### src/logic/pacm_pkg.sv
package pacm_pkg;
   // register map
   localparam logic [8:0] HOST_LINK_AND_IRQ_CONFIG_OFFSET   = 9'h143;
   localparam logic [8:0] RAIL_MONITOR_MASKING_CONFIG_OFFSET = 9'h144;
   localparam logic [7:0] HOST_LINK_AND_IRQ_CONFIG_RESET    = 8'h12;
   localparam logic [7:0] RAIL_MONITOR_MASKING_CONFIG_RESET = 8'h00;
   localparam logic [7:0] UNMAPPED_READ_VALUE               = 8'h00;

   // host_link_and_irq_config fields
   localparam int LINK_TIMEOUT_ENABLE_BIT = 4;
   localparam int GPI_SUPPLY_SELECT_BIT   = 3;
   localparam int IRQ_OPEN_DRAIN_BIT      = 1;
   localparam int IRQ_ACTIVE_HIGH_BIT     = 0;

   // rail_monitor_masking_config fields
   localparam int IO_RAIL_LOCKOUT_DISABLE_BIT = 7;
   localparam int BUCK_B_POWER_GOOD_HOLD_BIT  = 6;
   localparam int BUCK_A_POWER_GOOD_HOLD_BIT  = 5;
   localparam int BUCK_B_OVERCURRENT_MASK_LSB = 3;
   localparam int BUCK_A_OVERCURRENT_MASK_LSB = 1;

   // over-current mask codes
   localparam logic [1:0] OC_MASK_NEVER = 2'h0;
   localparam logic [1:0] OC_MASK_2US   = 2'h1;
   localparam logic [1:0] OC_MASK_10US  = 2'h2;
   localparam logic [1:0] OC_MASK_50US  = 2'h3;

   // timing
   localparam int CLOCK_HZ          = 100_000_000;
   localparam int LINK_TIMEOUT_MS   = 35;
   localparam int OC_EXTRA_SHORT_US = 2;
   localparam int OC_EXTRA_MID_US   = 10;
   localparam int OC_EXTRA_LONG_US  = 50;
   localparam int LINK_TIMEOUT_CYCLES  = LINK_TIMEOUT_MS * (CLOCK_HZ / 1000);
   localparam int OC_EXTRA_SHORT_CYCLES = OC_EXTRA_SHORT_US * (CLOCK_HZ / 1_000_000);
   localparam int OC_EXTRA_MID_CYCLES   = OC_EXTRA_MID_US * (CLOCK_HZ / 1_000_000);
   localparam int OC_EXTRA_LONG_CYCLES  = OC_EXTRA_LONG_US * (CLOCK_HZ / 1_000_000);
   localparam int LINK_COUNT_WIDTH = 22;
   localparam int OC_COUNT_WIDTH   = 13;
endpackage : pacm_pkg

### src/logic/pacm_buck_if.sv
`timescale 1ns/1ps
interface pacm_buck_if;
   logic       transition;
   logic       pg_live;
   logic       oc_hit;
   logic       pg_hold_en;
   logic [1:0] oc_mask_code;
   logic       pg_out;
   logic       oc_event;

   modport ctrl (output transition, output pg_live, output oc_hit, output pg_hold_en,
                 output oc_mask_code, input pg_out, input oc_event);
   modport unit (input transition, input pg_live, input oc_hit, input pg_hold_en,
                 input oc_mask_code, output pg_out, output oc_event);
endinterface : pacm_buck_if

### src/logic/pacm_buck_mask.sv
`timescale 1ns/1ps
module pacm_buck_mask #(
   parameter int LONG_CYCLES = pacm_pkg::OC_EXTRA_LONG_CYCLES
) (
   // clock and reset
   input  wire logic  mclk,
   input  wire logic  rst_n,
   // buck signals
   pacm_buck_if.unit  bus
);
   logic [pacm_pkg::OC_COUNT_WIDTH-1:0] hold_count;
   logic                                transition_d;
   logic                                oc_hit_d;
   logic                                oc_masked;

   function automatic logic [pacm_pkg::OC_COUNT_WIDTH-1:0] extra_cycles(input logic [1:0] code);
      case (code)
         pacm_pkg::OC_MASK_2US:  extra_cycles = pacm_pkg::OC_COUNT_WIDTH'(pacm_pkg::OC_EXTRA_SHORT_CYCLES);
         pacm_pkg::OC_MASK_10US: extra_cycles = pacm_pkg::OC_COUNT_WIDTH'(pacm_pkg::OC_EXTRA_MID_CYCLES);
         pacm_pkg::OC_MASK_50US: extra_cycles = pacm_pkg::OC_COUNT_WIDTH'(LONG_CYCLES);
         default:                extra_cycles = '0;
      endcase
   endfunction : extra_cycles

   always_ff @(posedge mclk) begin
      if (!rst_n) begin
         transition_d <= 1'b0;
         oc_hit_d     <= 1'b0;
      end else begin
         transition_d <= bus.transition;
         oc_hit_d     <= bus.oc_hit;
      end
   end

   // extra masking interval starts when the transition ends
   always_ff @(posedge mclk) begin
      if (!rst_n) begin
         hold_count <= '0;
      end else if (bus.transition) begin
         hold_count <= '0;
      end else if (transition_d && bus.oc_mask_code != pacm_pkg::OC_MASK_NEVER) begin
         hold_count <= extra_cycles(bus.oc_mask_code);
      end else if (hold_count != '0) begin
         hold_count <= hold_count - 1'b1;
      end
   end

   // code change to never-mask releases immediately; transition_d covers the load cycle
   assign oc_masked = (bus.oc_mask_code != pacm_pkg::OC_MASK_NEVER) &&
                      (bus.transition || transition_d || hold_count != '0);

   // one event per rising edge of the hit, unless masked
   always_ff @(posedge mclk) begin
      if (!rst_n) begin
         bus.oc_event <= 1'b0;
      end else begin
         bus.oc_event <= bus.oc_hit && !oc_hit_d && !oc_masked;
      end
   end

   always_ff @(posedge mclk) begin
      if (!rst_n) begin
         bus.pg_out <= 1'b0;
      end else if (!(bus.pg_hold_en && bus.transition)) begin
         bus.pg_out <= bus.pg_live;
      end
   end
endmodule : pacm_buck_mask

### src/logic/pacm_app_config.sv
`timescale 1ns/1ps
module pacm_app_config #(
   parameter int LINK_TIMEOUT_CYCLES = pacm_pkg::LINK_TIMEOUT_CYCLES,
   parameter int OC_LONG_CYCLES      = pacm_pkg::OC_EXTRA_LONG_CYCLES
) (
   // clock and reset
   input  wire logic        mclk,
   input  wire logic        rst_n,
   // register port from the serial interface logic
   input  wire logic [8:0]  reg_addr,
   input  wire logic        reg_write,
   input  wire logic        reg_read,
   input  wire logic [7:0]  reg_wdata,
   output logic      [7:0]  reg_rdata,
   // link timeout
   input  wire logic        scl_pin,
   output logic             link_reset,
   // interrupt output pin
   input  wire logic        irq_request,
   output logic             interrupt_output_out,
   output logic             interrupt_output_oe,
   // io supply rail lockout
   input  wire logic        io_uvlo_raw,
   output logic             io_comparator_enable,
   output logic             io_rail_lockout,
   // gpi supply selection
   output logic             gpi_supply_select,
   // buck A
   input  wire logic        buck_a_transition,
   input  wire logic        buck_a_pg_raw,
   input  wire logic        buck_a_oc_raw,
   output logic             buck_a_power_good,
   output logic             buck_a_oc_event,
   // buck B
   input  wire logic        buck_b_transition,
   input  wire logic        buck_b_pg_raw,
   input  wire logic        buck_b_oc_raw,
   output logic             buck_b_power_good,
   output logic             buck_b_oc_event
);
   logic [7:0]                            host_link_and_irq_config;
   logic [7:0]                            rail_monitor_masking_config;
   logic [pacm_pkg::LINK_COUNT_WIDTH-1:0] low_count;
   logic [1:0]                            scl_sync;
   logic [1:0]                            uvlo_sync;
   logic [1:0]                            pg_a_sync;
   logic [1:0]                            pg_b_sync;
   logic [1:0]                            oc_a_sync;
   logic [1:0]                            oc_b_sync;
   logic                                  irq_active_high;
   logic                                  irq_open_drain;
   logic                                  lockout_disable;
   logic [1:0]                            reg_sel;

   pacm_buck_if buck_a ();
   pacm_buck_if buck_b ();

   // one-hot select of the mapped registers; other addresses select none
   function automatic logic [1:0] reg_select(input logic [8:0] addr);
      logic [1:0] sel;
      sel = 2'h0;
      if (addr == pacm_pkg::HOST_LINK_AND_IRQ_CONFIG_OFFSET) begin
         sel[0] = 1'b1;
      end
      if (addr == pacm_pkg::RAIL_MONITOR_MASKING_CONFIG_OFFSET) begin
         sel[1] = 1'b1;
      end
      return sel;
   endfunction : reg_select

   assign reg_sel = reg_select(reg_addr);

   // register writes
   // reserved bits are stored, so a read returns what was written
   always_ff @(posedge mclk) begin
      if (!rst_n) begin
         host_link_and_irq_config    <= pacm_pkg::HOST_LINK_AND_IRQ_CONFIG_RESET;
         rail_monitor_masking_config <= pacm_pkg::RAIL_MONITOR_MASKING_CONFIG_RESET;
      end else if (reg_write) begin
         if (reg_sel[0]) begin
            host_link_and_irq_config <= reg_wdata;
         end
         if (reg_sel[1]) begin
            rail_monitor_masking_config <= reg_wdata;
         end
      end
   end

   // read data is registered; unmapped addresses answer zero
   always_ff @(posedge mclk) begin
      if (!rst_n) begin
         reg_rdata <= pacm_pkg::UNMAPPED_READ_VALUE;
      end else if (reg_read) begin
         case (reg_sel)
            2'h1:    reg_rdata <= host_link_and_irq_config;
            2'h2:    reg_rdata <= rail_monitor_masking_config;
            default: reg_rdata <= pacm_pkg::UNMAPPED_READ_VALUE;
         endcase
      end
   end

   // pins and analogue comparators are asynchronous to mclk
   // scl resets high, its idle level, so no low time is counted at release
   always_ff @(posedge mclk) begin
      if (!rst_n) begin
         scl_sync  <= 2'h3;
         uvlo_sync <= 2'h0;
         pg_a_sync <= 2'h0;
         pg_b_sync <= 2'h0;
         oc_a_sync <= 2'h0;
         oc_b_sync <= 2'h0;
      end else begin
         scl_sync  <= {scl_sync[0], scl_pin};
         uvlo_sync <= {uvlo_sync[0], io_uvlo_raw};
         pg_a_sync <= {pg_a_sync[0], buck_a_pg_raw};
         pg_b_sync <= {pg_b_sync[0], buck_b_pg_raw};
         oc_a_sync <= {oc_a_sync[0], buck_a_oc_raw};
         oc_b_sync <= {oc_b_sync[0], buck_b_oc_raw};
      end
   end

   // counter saturates so one stuck-low period gives one reset pulse
   // clearing the enable clears the count, so re-enabling starts afresh
   always_ff @(posedge mclk) begin
      if (!rst_n) begin
         low_count  <= '0;
         link_reset <= 1'b0;
      end else if (scl_sync[1] || !host_link_and_irq_config[pacm_pkg::LINK_TIMEOUT_ENABLE_BIT]) begin
         low_count  <= '0;
         link_reset <= 1'b0;
      end else if (low_count < pacm_pkg::LINK_COUNT_WIDTH'(LINK_TIMEOUT_CYCLES)) begin
         low_count  <= low_count + 1'b1;
         link_reset <= 1'b0;
      end else begin
         link_reset <= (low_count == pacm_pkg::LINK_COUNT_WIDTH'(LINK_TIMEOUT_CYCLES));
         low_count  <= pacm_pkg::LINK_COUNT_WIDTH'(LINK_TIMEOUT_CYCLES) + 1'b1;
      end
   end

   // interrupt pin
   assign irq_active_high = host_link_and_irq_config[pacm_pkg::IRQ_ACTIVE_HIGH_BIT];
   assign irq_open_drain  = host_link_and_irq_config[pacm_pkg::IRQ_OPEN_DRAIN_BIT];

   always_ff @(posedge mclk) begin
      if (!rst_n) begin
         interrupt_output_out <= 1'b0;
         interrupt_output_oe  <= 1'b0;
      end else if (irq_open_drain) begin
         // drive only the asserted level, release otherwise
         interrupt_output_out <= irq_active_high;
         interrupt_output_oe  <= irq_request;
      end else begin
         interrupt_output_out <= irq_request ~^ irq_active_high;
         interrupt_output_oe  <= 1'b1;
      end
   end

   // io rail lockout; disabling also saves comparator current
   assign lockout_disable = rail_monitor_masking_config[pacm_pkg::IO_RAIL_LOCKOUT_DISABLE_BIT];

   always_ff @(posedge mclk) begin
      if (!rst_n) begin
         io_comparator_enable <= 1'b0;
         io_rail_lockout      <= 1'b0;
      end else begin
         io_comparator_enable <= !lockout_disable;
         io_rail_lockout      <= uvlo_sync[1] && !lockout_disable;
      end
   end

   // gpi supply select only steers pads elsewhere; nothing here depends on it
   always_ff @(posedge mclk) begin
      if (!rst_n) begin
         gpi_supply_select <= 1'b0;
      end else begin
         gpi_supply_select <= host_link_and_irq_config[pacm_pkg::GPI_SUPPLY_SELECT_BIT];
      end
   end

   // per-buck masking
   assign buck_a.transition   = buck_a_transition;
   assign buck_a.pg_live      = pg_a_sync[1];
   assign buck_a.oc_hit       = oc_a_sync[1];
   assign buck_a.pg_hold_en   = rail_monitor_masking_config[pacm_pkg::BUCK_A_POWER_GOOD_HOLD_BIT];
   assign buck_a.oc_mask_code = rail_monitor_masking_config[pacm_pkg::BUCK_A_OVERCURRENT_MASK_LSB +: 2];
   assign buck_b.transition   = buck_b_transition;
   assign buck_b.pg_live      = pg_b_sync[1];
   assign buck_b.oc_hit       = oc_b_sync[1];
   assign buck_b.pg_hold_en   = rail_monitor_masking_config[pacm_pkg::BUCK_B_POWER_GOOD_HOLD_BIT];
   assign buck_b.oc_mask_code = rail_monitor_masking_config[pacm_pkg::BUCK_B_OVERCURRENT_MASK_LSB +: 2];

   pacm_buck_mask #(
      .LONG_CYCLES (OC_LONG_CYCLES)
   ) u_buck_a (
      .mclk  (mclk),
      .rst_n (rst_n),
      .bus   (buck_a.unit)
   );

   pacm_buck_mask #(
      .LONG_CYCLES (OC_LONG_CYCLES)
   ) u_buck_b (
      .mclk  (mclk),
      .rst_n (rst_n),
      .bus   (buck_b.unit)
   );

   assign buck_a_power_good = buck_a.pg_out;
   assign buck_a_oc_event   = buck_a.oc_event;
   assign buck_b_power_good = buck_b.pg_out;
   assign buck_b_oc_event   = buck_b.oc_event;
endmodule : pacm_app_config

### config.mk
export PLATFORM = sky130hd
export DESIGN_NAME = pacm_app_config
export DESIGN_NICKNAME = d
export VERILOG_FILES = /design/src/logic/pacm_pkg.sv /design/src/logic/pacm_buck_if.sv /design/src/logic/pacm_buck_mask.sv /design/src/logic/pacm_app_config.sv
export SDC_FILE = /design/constraint.sdc
export NUM_CORES = 1
export LEC_CHECK = 0
export BUFFER_PORTS_ARGS = -buffer_cell sky130_fd_sc_hd__buf_4
export CORE_ASPECT_RATIO = 1.5
export CORE_UTILIZATION = 45
export CTS_CLUSTER_DIAMETER = 120
export DETAILED_ROUTE_END_ITERATION = 6
export GPL_ROUTABILITY_DRIVEN = 0
export GPL_TIMING_DRIVEN = 1
export PLACE_DENSITY_LB_ADDON = 0.05
export SYNTH_ARGS = -nofsm -noshare
export SYNTH_HDL_FRONTEND = slang
export SYNTH_HIERARCHICAL = 1
export SYNTH_SLANG_ARGS = --single-unit
### constraint.sdc
create_clock -name mclk -period 1.9 [get_ports mclk]
set_clock_uncertainty 0.15 [all_clocks]
set_input_delay 0.38 -clock mclk [delete_from_list [all_inputs] [get_ports mclk]]
set_output_delay 0.38 -clock mclk [all_outputs]
set_load 0.02 [all_outputs]
# Yosys cells after proc, flatten, opt, wreduce, memory -nomap -nowiden
# Index checks and enable logic that the tools add are counted.
# totals
regBits	98
mem_count	0
elab_cells	92
input_bits	30
latch_bits	0
ram_bits	0
rom_bits	0
out_inout_bits	18
# classes
shifts	0
multipliers	0
eq_ne	11
muxes	12
order_cmp	1
bitwise	3
div_mod_pow	0
n_reduce_logical	35
n_addsub	3
# ops
cell	count
13-bit one-hot mux with 3 select lines	2
13-bit two-way mux	4
13-bit nonzero test	2
13-bit by 1-bit subtractor with 13-bit output (second input constant)	2
22-bit by 1-bit adder with 22-bit output (second input constant)	1
22-bit equality test (second input constant)	1
22-bit < comparator (second input constant)	1
22-bit two-way mux	1
9-bit equality test (second input constant)	2
8-bit one-hot mux with 2 select lines	1
1-bit logical AND	11
2-bit equality test (second input constant)	5
2-bit nonzero test	4
2-bit by 1-bit equality test with 1-bit output (second input constant)	3
1-bit logical NOT	6
2-bit OR reduction	3
3-bit OR reduction	2
1-bit logical OR	5
1-bit two-way mux	4
2-bit AND reduction	2
1-bit inverter	2
1-bit XNOR	1

# Depth between registers and ports, before layout
# Gate-level depths: netlist of run 1.
# depth
word_depth	5
mapped_depth	9
ltp_nobuf	8

# Hierarchy
# The synthesis of run 1 kept the hierarchy.
# by_module_without_submodules
mod	area_each_um2	instances	seq_area_each_um2	cells_each
pacm_app_config	2633.8	1	1281.2	272
pacm_buck_mask	892.1	2	340.3	101

# Least setup slack after synthesis of run 1
# No wires, ideal clock.
# synth_timing
path_type	reg-to-reg
startpoint	register u_buck_a/hold_count[0] in the netlist's numbering
endpoint	register u_buck_a/hold_count[4] in the netlist's numbering
t_required_ns	1.634
n_path_buf	1
arrival_ns	1.781
setup_slack_ns	-0.146
setup_time_ns	0.116
path_stages_with_launch	8
path_cell_list	dfxtp_1 > inv_1 > ha_1 > or4b_1 > or3_1 > buf_6 > nor4b_4 > a31o_1
# synth_via
elab_chain_cells	3
elab_cells_between_ends	5
cone_classes	add/sub: 1; mux: 2; reduce/logical: 2
# synth_rtl
element	line_no	source
start, declared	pacm_buck_mask.sv:11	logic [pacm_pkg::OC_COUNT_WIDTH-1:0] hold_count;
start signal, assigned	pacm_buck_mask.sv:42	hold_count <= extra_cycles(bus.oc_mask_code);
start signal, assigned	pacm_buck_mask.sv:44	hold_count <= hold_count - 1'b1;
13-bit by 1-bit subtractor with 13-bit output	pacm_buck_mask.sv:44	
13-bit two-way mux	pacm_buck_mask.sv:43	end else if (hold_count != '0) begin
13-bit two-way mux	pacm_buck_mask.sv:41	end else if (transition_d && bus.oc_mask_code != pacm_pkg::OC_MASK_NEVER) begin
# Parallel ways exist; a longest one is shown, timed or not. The select of a mux whose other input is x is not followed.
# A chain may end at the register's enable or synchronous reset.

# Worst setup path in the final report of run 1
# layout_timing
startpoint	register u_buck_a/hold_count[1] in the netlist's numbering
endpoint	register u_buck_a/hold_count[4] in the netlist's numbering
# The elaborated chain is that of the path after synthesis.

==> reports/metrics.csv, run 1 <==
stage,metric,value,unit
cells_and_area,Area Overhead vs Synth,36.8,%
detailed_routing,drt via density,5.33,
floorplan,core footprint,9420,µm²
synth,"Seq/Total Area, Yosys",44.4,%
power_and_ir_drop,Int Pwr,5.47,mW
timing,setup TNS,-659,ps
timing,Fin. Hold Viols,0,
power_and_ir_drop,Comb power frac,48.8,%
timing,RSZ-0062 raised after global routing,yes,
cells_and_area,fin nets,641,
clock_network,Sink Count,98,
worst_setup_path,cells on worst reg2reg path,6,
cells_and_area,share of layout cells above drive strength 1,34.4,%
synth,"EDFF count, synth",0,
synth,"count leader, synth",dfxtp_1,
floorplan,Initial Util,46.9,%
grt,GRT met1 Usage,23.3,%
synth,Synth Flop Type,dfxtp_1,
floorplan,die width,82.9,µm
synth,Synth Warn #,6,
cells_and_area,Inserted Diodes,0,
worst_setup_path,R2R Path End,u_buck_a/hold_count[4],
worst_setup_path,flop2flop setup slack,-100,ps
grt,vias in the first global route,3780,
timing,crit share post-route,105,%
grt,GRT Overall Usage,20.7,%
clock_network,clk slew on worst S/H paths,70,ps
detailed_routing,DRT antenna net count,0,
worst_setup_path,Setup crit end,u_buck_a/hold_count[4],
floorplan,# IOs,48,
grt,layer with the highest usage,met2,
grt,global route total overflow,0,
synth,ys async rst share,0,%
synth,Post-Syn Area per Cell,9.32,µm²
detailed_routing,First DRT Iteration DRCs,159,
power_and_ir_drop,clock share of power,21.6,%
clock_network,CTS Hold Buffers Added,0,
synth,synth top area cells,"dfxtp_1 (44%), ha_1 (4.0%), and2_1 (3.8%)",
clock_network,Clock Tree Buf Depth,2,
worst_setup_path,worst path arrival time,2080,ps
worst_setup_path,Crit Path Class,register to register,
synth,Synth cell types,49,
grt,initial antenna violation count,0,
placement,Final HPWL DP,7390,µm
timing,Worst Max-Slew Pin Slew,367,ps
floorplan,Std-Cell Rows,43,
clock_network,clock root buffer,clkbuf_16,
power_and_ir_drop,peak supply drop,0.00111,V
synth,Post-synth top cells,"dfxtp_1 (98), nand2_1 (29), and2_1 (27)",
detailed_routing,Pre-antenna DRT Iters,4,
floorplan,Die ar.,10200,µm²
timing,Pins Over Slew Limit,0,
detailed_routing,via count,3803,
floorplan,Die Height,123,µm
worst_setup_path,RR Startpoint,u_buck_a/hold_count[1],
clock_network,CTS Buf Count,9,
power_and_ir_drop,Reg power frac,29.6,%
placement,buffers added on ports,47,
grt,largest net degree at the start of global routing,22,
detailed_routing,wire per inst,14.3,µm
clock_network,H-tree Lvls,3,
status,failing checks,setup timing,
grt,met2 Usage GRT,38.1,%
power_and_ir_drop,P_sw,2.64,mW
timing,# setup viols final,12,
timing,hold slack,77.5,ps
power_and_ir_drop,PD cells,1340,nW/µm²
detailed_routing,routed wire length,10200,µm
timing,Final min period,2000,ps
power_and_ir_drop,sw frac,32.5,%
detailed_routing,# DRC,0,
power_and_ir_drop,Lkg Pwr,2.50,nW
clock_network,worst skew pair latency,340,ps
synth,post-synthesis net count,518,
synth,Synth top area share,44.4,%
timing,final setup margin,-99.5,ps
timing,relative slew slack,75.3,%
flow_run,Max-Cap Viols,0,
worst_setup_path,Critical Path Sink Type,register,
timing,Highest Clock Rate,500,MHz
worst_hold_path,worst hold path class,primary input to register,
synth,largest area contributor in the netlist,dfxtp_1,
grt,first-pass GRT wire length,17000,µm
cells_and_area,fill count,813,
status,outcome,"finished, violations left",
synth,"FF+latch count, synth",98,
synth,Mapped Cells,474,
grt,grt met3 use,4.21,%
cells_and_area,fin util,64.2,%
worst_setup_path,startpoint types,register,
worst_setup_path,largest fanout on the critical path,5,
worst_setup_path,crit path from,u_buck_a/hold_count[1],
synth,Mapped Area,4420,µm²
worst_setup_path,CP Data Required Time,1980,ps
clock_network,CTS tree,yes,
[repair_timing]
item | CTS | global route
gates resized for setup | 35 | 35
endpoints found under the setup margin | 23 | 36
pin swaps | 10 | 18
buffers inserted | 7 | 2
[logic make-up after synthesis]
logic type / Yosys count / synth area share (%)
and+or+nand+nor: 191 / 26.5
AOI/OAI and AO/OA: 98 / 14.2
DFF: 98 / 44.4
buffers and inverters: 38 / 3.63
xor gates and xnor gates: 19 / 3.77
muxes: 16 / 3.62
adders and majority gates: 14 / 3.96
[power by group through the flow]
stage          Combinational [mW]  Clock (mW)  Sequential, mW
2_1_floorplan                1.62           0            2.45
3_3_place_gp                 2.69           0            2.41
3_5_place_dp                 2.72           0            2.42
4_1_cts                      3.40        1.81            2.39
5_1_grt                      4.26        1.89            2.42
6_report                     3.96        1.75            2.40
[layout make-up]
type | count | area, µm² | share of cell area (%)
inverters | 22 | 82.6 | 1.37
well taps | 112 | 140 | 2.32
clock inverters | 4 | 25.0 | 0.414
repair buffers | 128 | 1010 | 16.7
flip-flops and latches | 98 | 1970 | 32.7
clock buffers | 12 | 267 | 4.41
multi-input cells | 338 | 2540 | 42.1
[stage by stage]
step           std cells  worst slack, ps  total power, mW  instance area, µm²
2_1_floorplan        474             -115             4.07                4440
3_3_place_gp         690             -118             5.10                5410
3_5_place_dp         690             -152             5.14                5410
4_1_cts              712            -91.5             7.60                5900
5_1_grt              714             -150             8.58                6040
6_report             714            -99.5             8.11                6040
[placed cells by master (no fill, tap or decap), drive strengths merged, types with 4 or more instances in the layout]
master  synthesis  routed
buf             6     128
dfxtp          98      98
nand2          29      29
and2           27      27
nor2           25      25
inv            22      22
a21oi          21      21
o21ai          18      18
nor2b          17      17
mux2i          16      16
or3            16      16
ha             14      14
or4            14      14
a31oi          13      13
clkbuf         10      12
nand4          11      11
xor2           10      10
o22ai          10      10
nand3          10      10
xnor2           9       9
o31ai           9       9
a22oi           8       8
nand2b          7       7
nand3b          7       7
nor4            6       6
and3            5       5
a21boi          5       5
o211ai          4       4
[per-layer routing]
| layer | part of all wire (%) | wire length, µm |
|---|---|---|
| met1 | 44 | 4490 |
| met4 | 2.0 | 208 |
| met3 | 1.9 | 196 |
| met2 | 52 | 5340 |
| met5 | 0 | 0 |
[state kept, by name, summed over array words and instances (netlist names), 2 cells and up]
name and flops:
low_count 22, u_buck_a/hold_count 13, u_buck_b/hold_count 13, host_link_and_irq_config 8
rail_monitor_masking_config 8, reg_rdata 8, oc_a_sync 2, oc_b_sync 2
pg_a_sync 2, pg_b_sync 2, scl_sync 2, uvlo_sync 2
[how the worst min path moves through the flow]
| stage | startpoint | depth (start not counted) | to | slack, ps |
|---|---|---|---|---|
| 5_1_grt | scl_pin | 2 | scl_sync[0] | 50 |
| 4_1_cts | scl_pin | 2 | scl_sync[0] | 60 |
| 3_3_place_gp | u_buck_a/oc_hit_d | 1 | u_buck_a/bus.oc_event | 230 |
| 2_1_floorplan | u_buck_a/oc_hit_d | 1 | u_buck_a/bus.oc_event | 220 |
| 3_5_place_dp | u_buck_a/oc_hit_d | 1 | u_buck_a/bus.oc_event | 230 |
| 6_report | scl_pin | 2 | scl_sync[0] | 80 |
[worst max-delay path: stages (launching register included)]
cell	delay (ps)
dfxtp_2	330
inv_2	70
ha_4	130
or4b_4	470
or3_4	430
nor4b_4	150
a31o_1	170
No activity file was read; power rests on OpenSTA's default activity.
==> inputs of run 2 (changes only) <==
--- a/config.mk
+++ b/config.mk
@@ -12,7 +12,7 @@
 export DETAILED_ROUTE_END_ITERATION = 6
 export GPL_ROUTABILITY_DRIVEN = 0
 export GPL_TIMING_DRIVEN = 1
-export PLACE_DENSITY_LB_ADDON = 0.05
+export PLACE_DENSITY_LB_ADDON = 0.15
 export SYNTH_ARGS = -nofsm -noshare
 export SYNTH_HDL_FRONTEND = slang
 export SYNTH_HIERARCHICAL = 1
==> constraint.sdc (replaced) <==
create_clock -name mclk -period 2.44 [get_ports mclk]
set_clock_uncertainty 0.15 [all_clocks]
set_input_delay 0.488 -clock mclk [delete_from_list [all_inputs] [get_ports mclk]]
set_output_delay 0.488 -clock mclk [all_outputs]
set_load 0.02 [all_outputs]
==> run 2 against run 1 <==
Effect of this change: the run now ends clean; final area decreased by 14%; wire length fell by 12%; global-route usage is 1.9 points lower; combinational power shrank 62%; sequential power decreased by 21%; worst setup slack better by 330 ps; cell count is 10% lower; first-iteration DRC count down 8.8%; register-to-register slack gained 330 ps; highest routed layer unchanged.
==> reports/metrics.csv, run 2 (synthesized netlist as in run 1, its figures left out) <==
stage,metric,value,unit,change
worst_setup_path,worst path arrival time,2290,ps,was 2080 ps
cells_and_area,top flop regs,"low_count: 22 flops, u_buck_a/hold_count: 13 flops, u_buck_b/hold_count: 13 flops",,unchanged
cells_and_area,Area Overhead vs Synth,17.9,%,was 36.8%
clock_network,H-tree Lvls,3,,unchanged
grt,GRT Overall Usage,18.8,%,was 20.7%
floorplan,Initial Util,46.9,%,unchanged
clock_network,clock root buffer,clkbuf_16,,unchanged
detailed_routing,wire per inst,14.1,µm,was 14.3 µm
detailed_routing,DRT antenna net count,0,,unchanged
grt,first-pass GRT wire length,15700,µm,was 17000 µm
worst_setup_path,Crit Path Class,register to register,,unchanged
worst_setup_path,Critical Path Sink Type,register,,unchanged
detailed_routing,First DRT Iteration DRCs,145,,was 159
floorplan,core footprint,9420,µm²,unchanged
grt,vias in the first global route,3490,,was 3780
power_and_ir_drop,peak supply drop,0.000570,V,was 0.00111 V
power_and_ir_drop,Lkg Pwr,2.09,nW,was 2.50 nW
worst_setup_path,CP Data Required Time,2520,ps,was 1980 ps
detailed_routing,routed wire length,9030,µm,was 10200 µm
placement,Final HPWL DP,6600,µm,was 7390 µm
worst_setup_path,startpoint types,register,,unchanged
cells_and_area,share of layout cells above drive strength 1,15.3,%,was 34.4%
timing,Pins Over Slew Limit,0,,unchanged
worst_setup_path,largest fanout on the critical path,8,,was 5
clock_network,clk slew on worst S/H paths,60,ps,was 70 ps
clock_network,CTS tree,yes,,unchanged
timing,hold slack,185,ps,was 77.5 ps
detailed_routing,drt via density,5.48,,was 5.33
clock_network,Sink Count,98,,unchanged
clock_network,Clock Tree Buf Depth,2,,unchanged
status,outcome,"finished, final reports clean",,"was finished, violations left"
cells_and_area,fin nets,570,,was 641
timing,Highest Clock Rate,453,MHz,was 500 MHz
timing,relative slew slack,64.6,%,was 75.3%
timing,final setup margin,231,ps,was -99.5 ps
timing,RSZ-0062 raised after global routing,no,,was yes
floorplan,Die ar.,10200,µm²,unchanged
clock_network,Setup Buffers After CTS,0,,was 7
power_and_ir_drop,total design power,4.88,mW,was 8.11 mW
timing,# setup viols final,0,,was 12
floorplan,# IOs,48,,unchanged
clock_network,CTS Buf Count,9,,unchanged
detailed_routing,via count,3520,,was 3803
grt,initial antenna violation count,0,,unchanged
detailed_routing,Pre-antenna DRT Iters,4,,unchanged
power_and_ir_drop,PD cells,936,nW/µm²,was 1340 nW/µm²
timing,Final min period,2210,ps,was 2000 ps
placement,DP Worst Slack,194,ps,was -152 ps
floorplan,die width,82.9,µm,unchanged
cells_and_area,"commonest non-fill, non-tap cells in the layout","dfxtp_1 (98), buf_4 (57), nand2_1 (29), and2_1 (27), nor2_1 (25)",,"was buf_4 (118), dfxtp_1 (89), and2_1 (27), nand2_1 (27), nor2_1 (21)"
clock_network,CTS Hold Buffers Added,0,,unchanged
floorplan,Std-Cell Rows,43,,unchanged
flow_run,Max-Cap Viols,0,,unchanged
clock_network,post_cts resized,0,,was 35
timing,crit share post-route,90.5,%,was 105%
timing,setup TNS,0,ps,was -659 ps
grt,largest net degree at the start of global routing,25,,was 22
cells_and_area,Inserted Diodes,0,,unchanged
cells_and_area,"commonest non-fill, non-tap cell in the layout",dfxtp_1,,was buf_4
placement,buffers added on ports,47,,unchanged
grt,global route total overflow,0,,unchanged
detailed_routing,# DRC,0,,unchanged
timing,Worst Max-Slew Pin Slew,529,ps,was 367 ps
timing,Fin. Hold Viols,0,,unchanged
clock_network,worst skew pair latency,340,ps,about the same
cells_and_area,max FFs per register,22,,unchanged
cells_and_area,Biggest register,low_count,,unchanged
floorplan,Die Height,123,µm,unchanged
worst_hold_path,worst hold path class,primary input to register,,unchanged
## run 2: cell types whose count changed in the layout (fill, tap and decap cells not counted), moves of 8 or more
cell     delta
buf_4      -61
dfxtp_1     +9
dfxtp_2     -9
buf_6       -8
## run 2: area by class of cell
cell class                 count  area [µm²]
sequential                    98        1960
multi-input combinational    338        2300
tap                          112         140
timing repair buffer          57         428
inverter                      22        82.6
clock inverter                 3        65.1
clock buffer                  12         236
fill                         857        4210
## run 2: metrics by stage
stage | cell area [µm²] | util, % | cells
global route | 5210 | 55.3 | 642
floorplan | 4420 | - | 474
CTS | 5210 | 55.3 | 642
detailed placement | 4910 | 52.1 | 627
global placement | 4910 | 52.1 | 627
finish | 5210 | 55.3 | 642
## run 2: power breakdown
group	total, mW	internal [mW]	switching, mW
Clock	1.46	0.892	0.565
Sequential	1.90	1.75	0.146
Combinational	1.52	0.681	0.841
## run 2: per-layer routing
metal / wire [µm] / global-route usage, % / up-vias
met2: 4600 / 34.5 / 46
met3: 163 / 2.74 / 11
li1: - / - / 1804
met4: 155 / 8.30 / 0
met5: 0 / 0 / -
met1: 4110 / 21.8 / 1659
## run 2: worst paths after layout
check / from / endpoint / slack (ps) / depth (start not counted)
min: scl_pin / scl_sync[0] / 180 / 2
max reg2reg: u_buck_b/hold_count[0] / u_buck_b/hold_count[4] / 230 / 6
min reg2reg: u_buck_a/oc_hit_d / u_buck_a/bus.oc_event / 250 / 1
max: u_buck_b/hold_count[0] / u_buck_b/hold_count[4] / 230 / 6
## run 2: worst max-delay path: stages (launching register included)
cell and delay [ps]:
dfxtp_1 350, inv_1 90, ha_1 160, or4b_1 510
or3_1 480, nor4b_4 180, a31o_1 180
==> inputs of run 3 (changes only) <==
--- a/config.mk
+++ b/config.mk
@@ -6,7 +6,7 @@
 export NUM_CORES = 1
 export LEC_CHECK = 0
 export BUFFER_PORTS_ARGS = -buffer_cell sky130_fd_sc_hd__buf_4
-export CORE_ASPECT_RATIO = 1.5
+export CORE_ASPECT_RATIO = 0.8
 export CORE_UTILIZATION = 45
 export CTS_CLUSTER_DIAMETER = 120
 export DETAILED_ROUTE_END_ITERATION = 6
@@ -15,5 +15,4 @@
 export PLACE_DENSITY_LB_ADDON = 0.15
 export SYNTH_ARGS = -nofsm -noshare
 export SYNTH_HDL_FRONTEND = slang
-export SYNTH_HIERARCHICAL = 1
 export SYNTH_SLANG_ARGS = --single-unit
==> run 3 against run 2 <==
Effect of this change: final area grew 0.19%; critical path type unchanged; highest routed layer unchanged; clock-buffer cell count is 1 higher; worst setup slack worse by 85 ps; largest cell class unchanged.
==> reports/metrics.csv, run 3 <==
stage,metric,value,unit,change
status,outcome,"finished, final reports clean",,unchanged
synth,ys async rst share,0,%,unchanged
flow_run,Max-Cap Viols,0,,unchanged
detailed_routing,# DRC,0,,unchanged
timing,Pins Over Slew Limit,0,,unchanged
synth,post-synthesis net count,526,,was 518
detailed_routing,First DRT Iteration DRCs,145,,unchanged
grt,largest net degree at the start of global routing,32,,was 25
timing,Worst Max-Slew Pin Slew,542,ps,was 529 ps
worst_setup_path,worst path arrival time,2380,ps,was 2290 ps
synth,"EDFF count, synth",0,,unchanged
placement,placed cells,637,,was 627
power_and_ir_drop,total design power,5.27,mW,was 4.88 mW
floorplan,Die ar.,10100,µm²,was 10200 µm²
detailed_routing,Pre-antenna DRT Iters,7,,was 4
cells_and_area,top flop regs,"low_count: 22 flops, u_buck_a.hold_count: 13 flops, u_buck_b.hold_count: 13 flops",,"was low_count: 22 flops, u_buck_a/hold_count: 13 flops, u_buck_b/hold_count: 13 flops"
synth,"count leader, synth",dfxtp_1,,unchanged
cells_and_area,"commonest non-fill, non-tap cells in the layout","dfxtp_1 (98), buf_4 (62), inv_1 (28), a21oi_1 (27), nor2_1 (25)",,"was dfxtp_1 (98), buf_4 (57), nand2_1 (29), and2_1 (27), nor2_1 (25)"
cells_and_area,max FFs per register,22,,unchanged
synth,"Seq/Total Area, Yosys",44.8,%,was 44.4%
timing,Highest Clock Rate,436,MHz,was 453 MHz
detailed_routing,wire per inst,13.5,µm,was 14.1 µm
timing,crit share post-route,94.0,%,was 90.5%
placement,buffers added on ports,47,,unchanged
detailed_routing,DRT antenna net count,0,,unchanged
clock_network,clk slew on worst S/H paths,60,ps,about the same
synth,synth top area cells,"dfxtp_1 (45%), mux2i_1 (4.1%), ha_1 (4.0%)",,"was dfxtp_1 (44%), ha_1 (4.0%), and2_1 (3.8%)"
timing,setup TNS,0,ps,unchanged
cells_and_area,Inserted Diodes,0,,unchanged
synth,Synth top area share,44.8,%,was 44.4%
worst_hold_path,worst hold path class,primary input to register,,unchanged
cells_and_area,Area Overhead vs Synth,19.2,%,was 17.9%
power_and_ir_drop,Lkg Pwr,2.03,nW,was 2.09 nW
cells_and_area,fin util,56.5,%,was 55.3%
floorplan,die width,112,µm,was 82.9 µm
cells_and_area,fin nets,577,,was 570
cells_and_area,Biggest register,low_count,,unchanged
timing,# setup viols final,0,,unchanged
grt,global route total overflow,0,,unchanged
synth,Post-synth top cells,"dfxtp_1 (98), inv_1 (28), a21oi_1 (27)",,"was dfxtp_1 (98), nand2_1 (29), and2_1 (27)"
synth,Post-Syn Area per Cell,9.08,µm²,was 9.32 µm²
synth,Synth cell types,51,,was 49
synth,"FF+latch count, synth",98,,unchanged
floorplan,core footprint,9230,µm²,was 9420 µm²
worst_setup_path,largest fanout on the critical path,8,,unchanged
worst_setup_path,Crit Path Class,register to register,,unchanged
cells_and_area,"commonest non-fill, non-tap cell in the layout",dfxtp_1,,unchanged
grt,GRT Overall Usage,18.5,%,was 18.8%
floorplan,Die Height,90.2,µm,was 123 µm
worst_setup_path,CP Data Required Time,2520,ps,about the same
timing,Fin. Hold Viols,0,,unchanged
timing,relative slew slack,63.7,%,was 64.6%
floorplan,# IOs,48,,unchanged
synth,Synth Flop Type,dfxtp_1,,unchanged
floorplan,Initial Util,47.4,%,was 46.9%
clock_network,Clock Tree Buf Depth,2,,unchanged
clock_network,CTS Buf Count,9,,unchanged
synth,Synth Warn #,0,,was 6
cells_and_area,share of layout cells above drive strength 1,15.6,%,was 15.3%
detailed_routing,via count,3513,,was 3520
worst_setup_path,startpoint types,register,,unchanged
grt,first-pass GRT wire length,15100,µm,was 15700 µm
detailed_routing,drt via density,5.39,,was 5.48
clock_network,clock root buffer,clkbuf_16,,unchanged
timing,hold slack,196,ps,was 185 ps
cells_and_area,"non-filler cells, final",652,,was 642
grt,vias in the first global route,3328,,was 3490
clock_network,worst skew pair latency,340,ps,about the same
placement,Final HPWL DP,6290,µm,was 6600 µm
worst_setup_path,Critical Path Sink Type,register,,unchanged
synth,largest area contributor in the netlist,dfxtp_1,,unchanged
clock_network,H-tree Lvls,3,,unchanged
timing,Final min period,2290,ps,was 2210 ps
clock_network,CTS Hold Buffers Added,0,,unchanged
power_and_ir_drop,PD cells,1010,nW/µm²,was 936 nW/µm²
synth,Mapped Cells,482,,was 474
cells_and_area,fill count,836,,was 857
clock_network,post_cts resized,0,,unchanged
clock_network,Sink Count,98,,unchanged
clock_network,CTS tree,yes,,unchanged
detailed_routing,routed wire length,8810,µm,was 9030 µm
clock_network,Setup Buffers After CTS,0,,unchanged
grt,initial antenna violation count,0,,unchanged
power_and_ir_drop,peak supply drop,0.000520,V,was 0.000570 V
timing,RSZ-0062 raised after global routing,no,,unchanged
floorplan,Std-Cell Rows,31,,was 43
synth,Mapped Area,4380,µm²,was 4420 µm²
-- run 3: changes by cell type in the layout (fill, tap and decap cells not counted), sizes merged, moves of 5 or more --
cell,change
a21oi,+6
a31oi,-6
buf,+5
inv,+6
nand2,-8
nor4,+7
o21a,+5
xnor2,+5
xor2,-9
-- run 3: critical path: stages, from the launching register on --
cell and delay, ps:
dfxtp_1 320, inv_1 110, ha_1 160, nor4b_1 420, or4b_4 590, a211o_1 280
and3_1 160
-- run 3: logic make-up after synthesis --
group                    share of synthesized area, %
adder cells (fa/ha/maj)                          4.00
XOR/XNOR                                         3.00
multiplexers                                     4.37
AO/OA/AOI/OAI                                    14.1
flip-flops                                       44.8
AND/OR/NAND/NOR                                  25.2
buffers and inverters                            4.49
-- run 3: power breakdown --
part	switching, mW	total, mW	internal (mW)
Sequential	0.180	1.96	1.78
Combinational	0.927	1.80	0.871
Clock	0.571	1.52	0.949
-- run 3: final cells by class --
type                            count  area (µm²)  area share, %
Multi-Input combinational cell    334        2220           42.6
Sequential cell                    98        1960           37.6
Timing Repair Buffer               62         465           8.92
Clock buffer                       13         260           4.99
Tap cell                          115         144           2.76
Inverter                           28         105           2.01
Clock inverter                      2        60.1           1.15
-- run 3: per-layer routing --
metal,routed length [µm],GRT usage (%)
met1,4490,24.3
met2,3900,29.1
met3,301,4.86
met4,112,7.22
met5,0,0
-- run 3: through the flow --
stage / instance area [µm²] / worst slack, ps
6_report: 5220 / 146
5_1_grt: 5220 / 41.4
4_1_cts: 5220 / 67.3
3_5_place_dp: 4900 / 74.1
3_3_place_gp: 4900 / 139
2_1_floorplan: 4380 / 151
-- run 3: worst paths after layout --
check / start / end / slack, ps / depth (start not counted)
max: u_buck_a.hold_count[0] / u_buck_a.hold_count[3] / 150 / 6
min: scl_pin / scl_sync[0] / 200 / 2
max reg2reg: u_buck_a.hold_count[0] / u_buck_a.hold_count[3] / 150 / 6
min reg2reg: u_buck_a.oc_hit_d / u_buck_a.bus.oc_event / 250 / 1
